`src/rtl/drt_pkg.sv`:
```
// Package with register map, field layout and types of the reloadable timer block.
package drt_pkg;

  // Register indices; the byte address is four times the index.
  localparam logic [11:0] IDX_PRESCALER = 12'h10c;
  localparam logic [11:0] IDX_SECONDARY = 12'h10d;
  localparam logic [11:0] IDX_PRIMARY = 12'h10e;
  localparam logic [11:0] IDX_PIN_SEL = 12'h181;
  localparam logic [11:0] IDX_CONTROL = 12'h100;
  localparam logic [11:0] IDX_IRQ_STATUS = 12'h101;
  localparam logic [11:0] IDX_IRQ_MASK = 12'h102;
  localparam int unsigned PADDR_W = 14;

  // Control register fields.
  localparam int unsigned CTL_START = 0;
  localparam int unsigned CTL_COUNT_STAT = 1;
  localparam int unsigned CTL_FORCED_STOP = 2;
  localparam int unsigned CTL_WRC = 3;
  localparam int unsigned CTL_MODE_LO = 4;
  localparam int unsigned CTL_SRC_LO = 6;
  localparam int unsigned CTL_OS_START = 8;
  localparam int unsigned CTL_OS_STOP = 9;
  localparam int unsigned CTL_OS_STAT = 10;

  // Pin select register fields and bits that read back.
  localparam int unsigned PSEL_OUT_LOC = 0;
  localparam int unsigned PSEL_CLK_LO = 4;
  localparam logic [7:0] PSEL_RW_MASK = 8'h77;
  localparam logic [1:0] CLK_SEL_NONE = 2'h0;
  localparam logic [1:0] CLK_SEL_PIN_A = 2'h1;
  localparam logic [1:0] CLK_SEL_PIN_B = 2'h2;
  localparam logic [1:0] CLK_SEL_BAD = 2'h3;

  // Interrupt status bits.
  localparam int unsigned IRQ_UNDERFLOW = 0;
  localparam int unsigned IRQ_ONESHOT_END = 1;
  localparam int unsigned IRQ_W = 2;

  // Operating modes and count sources.
  localparam logic [1:0] MODE_TIMER = 2'h0;
  localparam logic [1:0] MODE_WAVE = 2'h1;
  localparam logic [1:0] MODE_ONESHOT = 2'h2;
  localparam logic [1:0] MODE_WAIT_OS = 2'h3;
  localparam logic [1:0] SRC_F1 = 2'h0;
  localparam logic [1:0] SRC_F8 = 2'h1;
  localparam logic [1:0] SRC_COMPANION = 2'h2;
  localparam logic [1:0] SRC_F2 = 2'h3;
  localparam logic [2:0] DIV8_LAST = 3'h7;

  // Reset and forced-stop values.
  localparam logic [7:0] COUNT_ALL_ONES = 8'hff;
  localparam logic [7:0] PIN_SEL_RESET = 8'h00;

  typedef enum logic [1:0] {
    PH_IDLE,
    PH_PRIMARY,
    PH_SECONDARY
  } drt_phase_type;

  // Pin-side outputs that travel together.
  typedef struct packed {
    logic port1_bit3;
    logic port3_bit1;
    logic companion_ext_clock;
  } drt_pins_type;

endpackage : drt_pkg

```
`src/rtl/drt_timer.sv`:
```
// Reloadable 8-bit timer with prescaler, primary and secondary periods and pin select.
//
// Design decision made here: the APB register port.
`timescale 1ns/10ps

// Notes on behaviour
// - 8-bit prescaler counts selected source or companion
// - Forced stop loads prescaler with FFh
// - Waveform mode alternates primary and secondary reload
// - Secondary write-only, used in waveform and wait
// - Secondary resets to FFh, forced stop too
// - Primary read returns live counter value
// - Primary read/write, sets one-shot or wait width
// - Forced stop loads primary with FFh
// - Bit 0 picks timer output pin location
// - Bits 5:4 route companion clock; 11 prohibited
// - Reserved bits write zero; bits 3,7 read zero
// - Forced stop clears start and status flags
module drt_timer (
  input wire logic clk,
  input wire logic sys_rst,
  input wire logic psel,
  input wire logic penable,
  input wire logic [drt_pkg::PADDR_W-1:0] paddr,
  input wire logic pwrite,
  input wire logic [31:0] pwdata,
  output logic [31:0] prdata,
  output logic pready,
  output logic pslverr,
  input wire logic companion_underflow,
  input wire logic port1_bit4_in,
  input wire logic port3_bit3_in,
  output drt_pkg::drt_pins_type pins,
  output logic irq
);
  import drt_pkg::*;

  ////////////////////////////////////////////////////////////////////////////
  logic pready_ff, pslverr_ff, irq_ff;
  logic [31:0] prdata_ff;
  logic [7:0] pre_rld_ff, pre_cnt_ff, pri_rld_ff, sec_buf_ff, sec_rld_ff, cnt_ff;
  logic [7:0] pin_sel_ff;
  logic start_ff, wrc_ff;
  logic [1:0] mode_ff, src_ff;
  logic [2:0] div_ff;
  logic [IRQ_W-1:0] ist_ff, imask_ff;
  drt_phase_type phase_ff, nxt_phase;
  drt_pins_type pins_ff;
  logic [2:0] sync_ff [2];
  logic pin_level_ff [2];
  logic [11:0] idx;
  logic acc, wr, rd_setup, hit;
  logic wr_ctl, wr_pre, wr_pri, wr_sec, wr_psel, forced_stop, os_trig, os_stop;
  logic src_en, tick, pre_uf, cnt_step, cnt_uf, direct_wr, sec_enabled;
  logic cnt_load;
  logic [7:0] cnt_load_val;
  logic [31:0] rd_val;
  logic [IRQ_W-1:0] irq_ev;

  ////////////////////////////////////////////////////////////////////////////
  // APB decode; a write takes effect at the edge where pready is sampled high.
  assign idx = paddr[PADDR_W-1:2];
  assign hit = (paddr[1:0] == 2'h0) && (idx == IDX_PRESCALER || idx == IDX_SECONDARY ||
               idx == IDX_PRIMARY || idx == IDX_PIN_SEL || idx == IDX_CONTROL ||
               idx == IDX_IRQ_STATUS || idx == IDX_IRQ_MASK);
  assign acc = psel && penable && pready_ff;
  assign wr = acc && pwrite && hit;
  assign rd_setup = psel && penable && !pready_ff;
  assign wr_ctl = wr && idx == IDX_CONTROL;
  assign wr_pre = wr && idx == IDX_PRESCALER;
  assign wr_pri = wr && idx == IDX_PRIMARY;
  assign wr_sec = wr && idx == IDX_SECONDARY;
  assign wr_psel = wr && idx == IDX_PIN_SEL;
  assign forced_stop = wr_ctl && pwdata[CTL_FORCED_STOP];
  assign os_trig = wr_ctl && pwdata[CTL_OS_START];
  assign os_stop = wr_ctl && pwdata[CTL_OS_STOP];
  assign sec_enabled = (mode_ff == MODE_WAVE) || (mode_ff == MODE_WAIT_OS);
  // Writes go to the counter too while stopped or with write control clear.
  assign direct_wr = (phase_ff == PH_IDLE) || !wrc_ff;

  // Read mux; unassigned bits and write-only registers read as zero.
  always_comb begin
    rd_val = 32'h0;
    case (idx)
      IDX_PRESCALER: rd_val[7:0] = pre_cnt_ff;
      IDX_PRIMARY: rd_val[7:0] = cnt_ff;
      IDX_PIN_SEL: rd_val[7:0] = pin_sel_ff & PSEL_RW_MASK;
      IDX_CONTROL: begin
        rd_val[CTL_START] = start_ff;
        rd_val[CTL_COUNT_STAT] = phase_ff != PH_IDLE;
        rd_val[CTL_WRC] = wrc_ff;
        rd_val[CTL_MODE_LO +: 2] = mode_ff;
        rd_val[CTL_SRC_LO +: 2] = src_ff;
        rd_val[CTL_OS_STAT] = phase_ff != PH_IDLE && mode_ff[1];
      end
      IDX_IRQ_STATUS: rd_val[IRQ_W-1:0] = ist_ff;
      IDX_IRQ_MASK: rd_val[IRQ_W-1:0] = imask_ff;
      default: rd_val = 32'h0;
    endcase
  end

  // Answer one cycle into the access phase; unmapped addresses get pslverr.
  always_ff @(posedge clk or posedge sys_rst) begin
    if (sys_rst) begin
      pready_ff <= 1'b0;
      pslverr_ff <= 1'b0;
      prdata_ff <= 32'h0;
    end else begin
      pready_ff <= rd_setup;
      pslverr_ff <= rd_setup && !hit;
      if (rd_setup && !pwrite) begin
        prdata_ff <= hit ? rd_val : 32'h0;
      end
    end
  end

  ////////////////////////////////////////////////////////////////////////////
  // Control bits; forced stop returns start to its reset value.
  always_ff @(posedge clk or posedge sys_rst) begin
    if (sys_rst) begin
      start_ff <= 1'b0;
      wrc_ff <= 1'b0;
      mode_ff <= MODE_TIMER;
      src_ff <= SRC_F1;
    end else if (forced_stop) begin
      start_ff <= 1'b0;
    end else if (wr_ctl) begin
      start_ff <= pwdata[CTL_START];
      wrc_ff <= pwdata[CTL_WRC];
      mode_ff <= pwdata[CTL_MODE_LO +: 2];
      src_ff <= pwdata[CTL_SRC_LO +: 2];
    end
  end

  // Pin select; a write of the prohibited clock route keeps the old route.
  always_ff @(posedge clk or posedge sys_rst) begin
    if (sys_rst) begin
      pin_sel_ff <= PIN_SEL_RESET;
    end else if (wr_psel) begin
      pin_sel_ff[PSEL_OUT_LOC] <= pwdata[PSEL_OUT_LOC];
      pin_sel_ff[2:1] <= pwdata[2:1];
      pin_sel_ff[6] <= pwdata[6];
      if (pwdata[PSEL_CLK_LO +: 2] != CLK_SEL_BAD) begin
        pin_sel_ff[PSEL_CLK_LO +: 2] <= pwdata[PSEL_CLK_LO +: 2];
      end
    end
  end

  ////////////////////////////////////////////////////////////////////////////
  // Internal count sources f2 and f8 come from one free divider; f1 counts every cycle.
  always_ff @(posedge clk or posedge sys_rst) begin
    if (sys_rst) begin
      div_ff <= 3'h0;
    end else begin
      div_ff <= div_ff + 3'h1;
    end
  end

  always_comb begin
    case (src_ff)
      SRC_F1: src_en = 1'b1;
      SRC_F2: src_en = div_ff[0];
      SRC_F8: src_en = div_ff == DIV8_LAST;
      SRC_COMPANION: src_en = companion_underflow;
      default: src_en = 1'b0;
    endcase
  end

  assign tick = src_en && phase_ff != PH_IDLE && !forced_stop;
  assign pre_uf = tick && pre_cnt_ff == 8'h0;
  assign cnt_step = pre_uf;
  assign cnt_uf = cnt_step && cnt_ff == 8'h0;

  // Prescaler reload value and counter.
  always_ff @(posedge clk or posedge sys_rst) begin
    if (sys_rst) begin
      pre_rld_ff <= COUNT_ALL_ONES;
      pre_cnt_ff <= COUNT_ALL_ONES;
    end else if (forced_stop) begin
      pre_rld_ff <= COUNT_ALL_ONES;
      pre_cnt_ff <= COUNT_ALL_ONES;
    end else begin
      if (wr_pre) begin
        pre_rld_ff <= pwdata[7:0];
      end
      if (wr_pre && direct_wr) begin
        pre_cnt_ff <= pwdata[7:0];
      end else if (pre_uf) begin
        pre_cnt_ff <= wr_pre ? pwdata[7:0] : pre_rld_ff;
      end else if (tick) begin
        pre_cnt_ff <= pre_cnt_ff - 8'h1;
      end
    end
  end

  // Primary and secondary reload values; the secondary is held until primary is written.
  always_ff @(posedge clk or posedge sys_rst) begin
    if (sys_rst) begin
      pri_rld_ff <= COUNT_ALL_ONES;
      sec_buf_ff <= COUNT_ALL_ONES;
      sec_rld_ff <= COUNT_ALL_ONES;
    end else if (forced_stop) begin
      pri_rld_ff <= COUNT_ALL_ONES;
      sec_buf_ff <= COUNT_ALL_ONES;
      sec_rld_ff <= COUNT_ALL_ONES;
    end else begin
      if (wr_sec && sec_enabled) begin
        sec_buf_ff <= pwdata[7:0];
      end
      if (wr_pri) begin
        pri_rld_ff <= pwdata[7:0];
        sec_rld_ff <= sec_buf_ff;
      end
    end
  end

  ////////////////////////////////////////////////////////////////////////////
  // Phase sequencing and the counter load it causes.
  always_comb begin
    nxt_phase = phase_ff;
    cnt_load = 1'b0;
    cnt_load_val = pri_rld_ff;
    case (phase_ff)
      PH_IDLE: begin
        if (start_ff && !mode_ff[1]) begin
          nxt_phase = PH_PRIMARY;
        end else if (start_ff && os_trig) begin
          nxt_phase = PH_PRIMARY;
          cnt_load = 1'b1;
        end
      end
      PH_PRIMARY: begin
        if (cnt_uf) begin
          cnt_load = 1'b1;
          if (sec_enabled) begin
            nxt_phase = PH_SECONDARY;
            cnt_load_val = sec_rld_ff;
          end else if (mode_ff == MODE_ONESHOT) begin
            nxt_phase = PH_IDLE;
          end
        end
      end
      PH_SECONDARY: begin
        if (cnt_uf) begin
          cnt_load = 1'b1;
          nxt_phase = (mode_ff == MODE_WAVE) ? PH_PRIMARY : PH_IDLE;
        end
      end
      default: nxt_phase = PH_IDLE;
    endcase
    if (!start_ff || (mode_ff[1] && os_stop)) begin
      nxt_phase = PH_IDLE;
    end
  end

  always_ff @(posedge clk or posedge sys_rst) begin
    if (sys_rst) begin
      phase_ff <= PH_IDLE;
    end else if (forced_stop) begin
      phase_ff <= PH_IDLE;
    end else begin
      phase_ff <= nxt_phase;
    end
  end

  // The live counter; a direct primary write beats a reload.
  always_ff @(posedge clk or posedge sys_rst) begin
    if (sys_rst) begin
      cnt_ff <= COUNT_ALL_ONES;
    end else if (forced_stop) begin
      cnt_ff <= COUNT_ALL_ONES;
    end else if (wr_pri && direct_wr) begin
      cnt_ff <= pwdata[7:0];
    end else if (cnt_load) begin
      cnt_ff <= cnt_load_val;
    end else if (cnt_step) begin
      cnt_ff <= cnt_ff - 8'h1;
    end
  end

  ////////////////////////////////////////////////////////////////////////////
  // Interrupt status is sticky, set wins over a write-one clear.
  assign irq_ev[IRQ_UNDERFLOW] = cnt_uf;
  assign irq_ev[IRQ_ONESHOT_END] = cnt_uf && mode_ff[1] && nxt_phase == PH_IDLE;

  always_ff @(posedge clk or posedge sys_rst) begin
    if (sys_rst) begin
      ist_ff <= '0;
      imask_ff <= '0;
      irq_ff <= 1'b0;
    end else begin
      if (wr && idx == IDX_IRQ_MASK) begin
        imask_ff <= pwdata[IRQ_W-1:0];
      end
      if (wr && idx == IDX_IRQ_STATUS) begin
        ist_ff <= (ist_ff & ~pwdata[IRQ_W-1:0]) | irq_ev;
      end else begin
        ist_ff <= ist_ff | irq_ev;
      end
      irq_ff <= |(ist_ff & imask_ff);
    end
  end

  ////////////////////////////////////////////////////////////////////////////
  // Companion clock pins pass three flops; a level counts once flops two and three agree.
  for (genvar i = 0; i < 2; i++) begin : g_pin_sync
    always_ff @(posedge clk or posedge sys_rst) begin
      if (sys_rst) begin
        sync_ff[i] <= 3'h0;
        pin_level_ff[i] <= 1'b0;
      end else begin
        sync_ff[i] <= {sync_ff[i][1:0], (i == 0) ? port1_bit4_in : port3_bit3_in};
        if (sync_ff[i][1] == sync_ff[i][2]) begin
          pin_level_ff[i] <= sync_ff[i][2];
        end
      end
    end
  end

  // Pin outputs: timer level routed to one location, companion clock from the chosen pin.
  always_ff @(posedge clk or posedge sys_rst) begin
    if (sys_rst) begin
      pins_ff <= '0;
    end else begin
      pins_ff.port1_bit3 <= !pin_sel_ff[PSEL_OUT_LOC] && phase_ff == PH_SECONDARY;
      pins_ff.port3_bit1 <= pin_sel_ff[PSEL_OUT_LOC] && phase_ff == PH_SECONDARY;
      case (pin_sel_ff[PSEL_CLK_LO +: 2])
        CLK_SEL_PIN_A: pins_ff.companion_ext_clock <= pin_level_ff[0];
        CLK_SEL_PIN_B: pins_ff.companion_ext_clock <= pin_level_ff[1];
        CLK_SEL_NONE: pins_ff.companion_ext_clock <= 1'b0;
        default: pins_ff.companion_ext_clock <= 1'b0;
      endcase
    end
  end

  assign prdata = prdata_ff;
  assign pready = pready_ff;
  assign pslverr = pslverr_ff;
  assign pins = pins_ff;
  assign irq = irq_ff;
endmodule : drt_timer

```
`config.mk`:
```
export PLATFORM = sky130hd
export DESIGN_NAME = drt_timer
export DESIGN_NICKNAME = d
export VERILOG_FILES = /design/src/rtl/drt_pkg.sv /design/src/rtl/drt_timer.sv
export SDC_FILE = /design/constraint.sdc
export NUM_CORES = 1
export LEC_CHECK = 0
export BUFFER_PORTS_ARGS = -buffer_cell sky130_fd_sc_hd__buf_2
export CORE_ASPECT_RATIO = 1.2
export CORE_UTILIZATION = 55
export CTS_BUF_LIST = sky130_fd_sc_hd__clkbuf_16
export CTS_CLUSTER_DIAMETER = 120
export CTS_CLUSTER_SIZE = 8
export DETAILED_ROUTE_END_ITERATION = 6
export GPL_ROUTABILITY_DRIVEN = 1
export PLACE_DENSITY_LB_ADDON = 0.15
export SLEW_MARGIN = 20
export SYNTH_ARGS = -nofsm -noshare
export SYNTH_HDL_FRONTEND = slang
export SYNTH_SLANG_ARGS = --single-unit
```
`constraint.sdc`:
```
create_clock -name clk -period 4.2 [get_ports clk]
set_input_delay 0.21 -clock clk [delete_from_list [all_inputs] [get_ports clk]]
set_output_delay 0.21 -clock clk [all_outputs]
set_load 0.03 [all_outputs]
```
==> qor.csv <==
metric;value;unit
path_max_fanout;11;
fin_tns_setup;0;ns
grt_usage;0.281;
rsz0062_at_grt;no;
die_w;89.9;um
power_leakage;2.52;nW
ios;92;
grt_pass1_vias;4112;
area_growth;10.5;%
synth_area;5100;um^2
overflow;0;
hold_viol_final;0;
ff2ff_setup_slack;1.24;ns
worst_ir_drop_vdd;223;uV
clk_pin_slew_worst_paths;0.06;ns
drive_gt1_frac;0.249;
yosys.cell_count.top_type;nand2_1;
cts_tree;yes;
yosysUniqueCellTypes;71;
cp.arrival;3.21;ns
synth_top_area_frac;0.247;
ctsLongestPathBuffers;2;
p_per_area;314;nW/um^2
ys_ff_latch;92;
hp-class;input pin to async pin;
post-route-period-util;0.704;
drcViolationCount;0;
required;4.45;ns
r2r.worst_path.cells;9;
wire_per_inst;18.4;um
vias;4164;
timing.rr.end;cnt_ff[7];
yosysWarnings;0;
nets;627;
finalPower;1.77;mW
finClkSkew;0.00770;ns
grt_max_degree;65;
cts_resized;0;
cts_buffers;9;
post-dp-hpwl;8.95;mm
finalMaxSlewViolations;0;
synthDominantAreaCellType;dfstp_2;
grt_pass1_wl;20.9;mm
setup_violations;0;
port_buffers;46;
crit_path_end;cnt_ff[7];
cts_sinks;92;
syn_inst;524;
r2r_start;pre_cnt_ff[0];
htreeDepth;3;
die_y;107;um
synth_edf_count;0;
max_slew_margin;0.276;
yosys-top-cells-area;dfstp_2 25%, dfrtp_1 22%, mux2i_1 4.7%, nand2_1 4.7%, nand3_1 4.4%;
status;completed;
gp_congestion;0.880;
timing.fmax;338;MHz
root_buffer;clkbuf_16;
cp-start-kind;flop;
critPathCaptureType;flop;
crit_start;pre_cnt_ff[0];
coreArea;9030;um^2
drtPass1Iterations;6;
critical_path_class;flop to flop;
clk_latency;0.34;ns
ys_seq_area_frac;0.463;
ys_top_cells_by_count;64 x nand2_1, 48 x dfstp_2, 45 x nand3_1, 44 x dfrtp_1, 35 x nor2_1;
synth_area_per_cell;9.73;um^2
postRouteAntennaNets;0;
finalCriticalPeriod;2.96;ns
vias_per_cell;6.06;
dr.first_iter.drc_count;353;
async_reset_ff_frac;1.00;
max_slew.worst_pin.slew;1.08;ns
wl;12.6;mm
dieArea;9660;um^2
start_util;0.565;
drv_cap;0;
antenna_found_initial;0;
antenna_cells;0;
rows;38;
synth_flop_cell;dfstp_2;
[cells by family (layout without fill, tap and decap cells)]
kind of cell,count (synthesis),in the layout,synth area share
AOI/OAI and AO/OA,105,105,0.154
xor gates and xnor gates,3,3,0.00515
adders and majority gates,12,12,0.0285
buffers and inverters,62,83,0.0640
DFF,92,92,0.463
muxes,35,35,0.0721
other,1,23,0.000735
and+or+nand+nor,214,214,0.213
[power by group]
group	internal, mW	switching (mW)	leakage (nW)
clock	0.448	0.316	0.143
combinational	0.0218	0.0813	1.30
sequential	0.896	0.00330	1.08
[cells in the final DEF, fill, tap and decap left out, types with 3 or more instances in the layout]
master and n:
a211oi_1 6, or2_2 3, a21o_1 4, o21ai_0 28, buf_2 46, clkbuf_16 9, ha_1 10, and4_1 3
o211ai_1 3, nor3_2 3, and3_1 6, nor2_1 35, or3_1 6, o22ai_1 3, o221ai_1 4, mux2i_1 24
nor3_1 15, dfrtp_1 44, buf_4 5, nor2b_1 4, dfstp_2 48, mux2_2 10, a21oi_1 15, conb_1 23
nor4_1 3, nand2_1 64, a22oi_1 5, and2_1 5, a21boi_0 4, nand3_1 45, nand4_1 9, inv_1 16
a222oi_1 6
[metrics by stage]
stage	setup WS (ns)	std cells	hold slack, ns	utilization	area [um^2]
after floorplan	1.66	546	0.241	-	5180
after global placement	1.29	670	0.319	0.591	5340
after detailed placement	1.27	670	0.323	0.591	5340
after CTS	1.25	687	0.138	0.623	5630
after global routing	1.08	687	0.0907	0.624	5630
final	1.24	687	0.0224	0.624	5630
[repair_timing]
action,in CTS,in global routing
setup buffers,0,0
hold buffers,2,0
endpoints found under the setup margin,0,0
hold endpoints to repair,2,0
[area by class of cell]
class / count / area (um^2)
clock buffer: 9 / 225
clock inverter: 6 / 50.0
fill: 780 / 3400
inverter: 15 / 58.8
multi-input combinational: 392 / 2500
sequential: 92 / 2360
tap: 120 / 150
timing repair buffer: 53 / 288
[critical path, stage by stage, from the launching register on]
cell,delay (ns)
dfstp_2,0.40
inv_1,0.08
ha_1,0.18
or4b_1,0.51
nor4_4,0.28
o211ai_4,0.20
o32ai_2,0.69
nor2_1,0.11
a221oi_2,0.29
o221ai_1,0.13
[per-layer routing]
layer | GRT usage | wire [um]
met5 | 0 | 0
met4 | 0.136 | 416
met3 | 0.0473 | 765
met2 | 0.454 | 5940
met1 | 0.369 | 5510
[sequential cells by signal, summed over array words and instances, names as in the netlist, 3 cells and up]
| register | flops |
|---|---|
| div_ff | 3 |
| pre_rld_ff | 8 |
| prdata | 9 |
| sync_ff | 6 |
| sec_rld_ff | 8 |
| pre_cnt_ff | 8 |
| sec_buf_ff | 8 |
| pin_sel_ff | 6 |
| pri_rld_ff | 8 |
| pins | 3 |
| cnt_ff | 8 |
[worst min path at each step]
stage | from | endpoint | cells after the start
after floorplan | port3_bit3_in | sync_ff[0] | 0
after global placement | port1_bit4_in | sync_ff[3] | 1
after detailed placement | port3_bit3_in | sync_ff[0] | 1
after CTS | sys_rst | wrc_ff | 2
after global routing | sys_rst | wrc_ff | 2
final | sys_rst | wrc_ff | 2
Power figures use the tool's default switching activity.
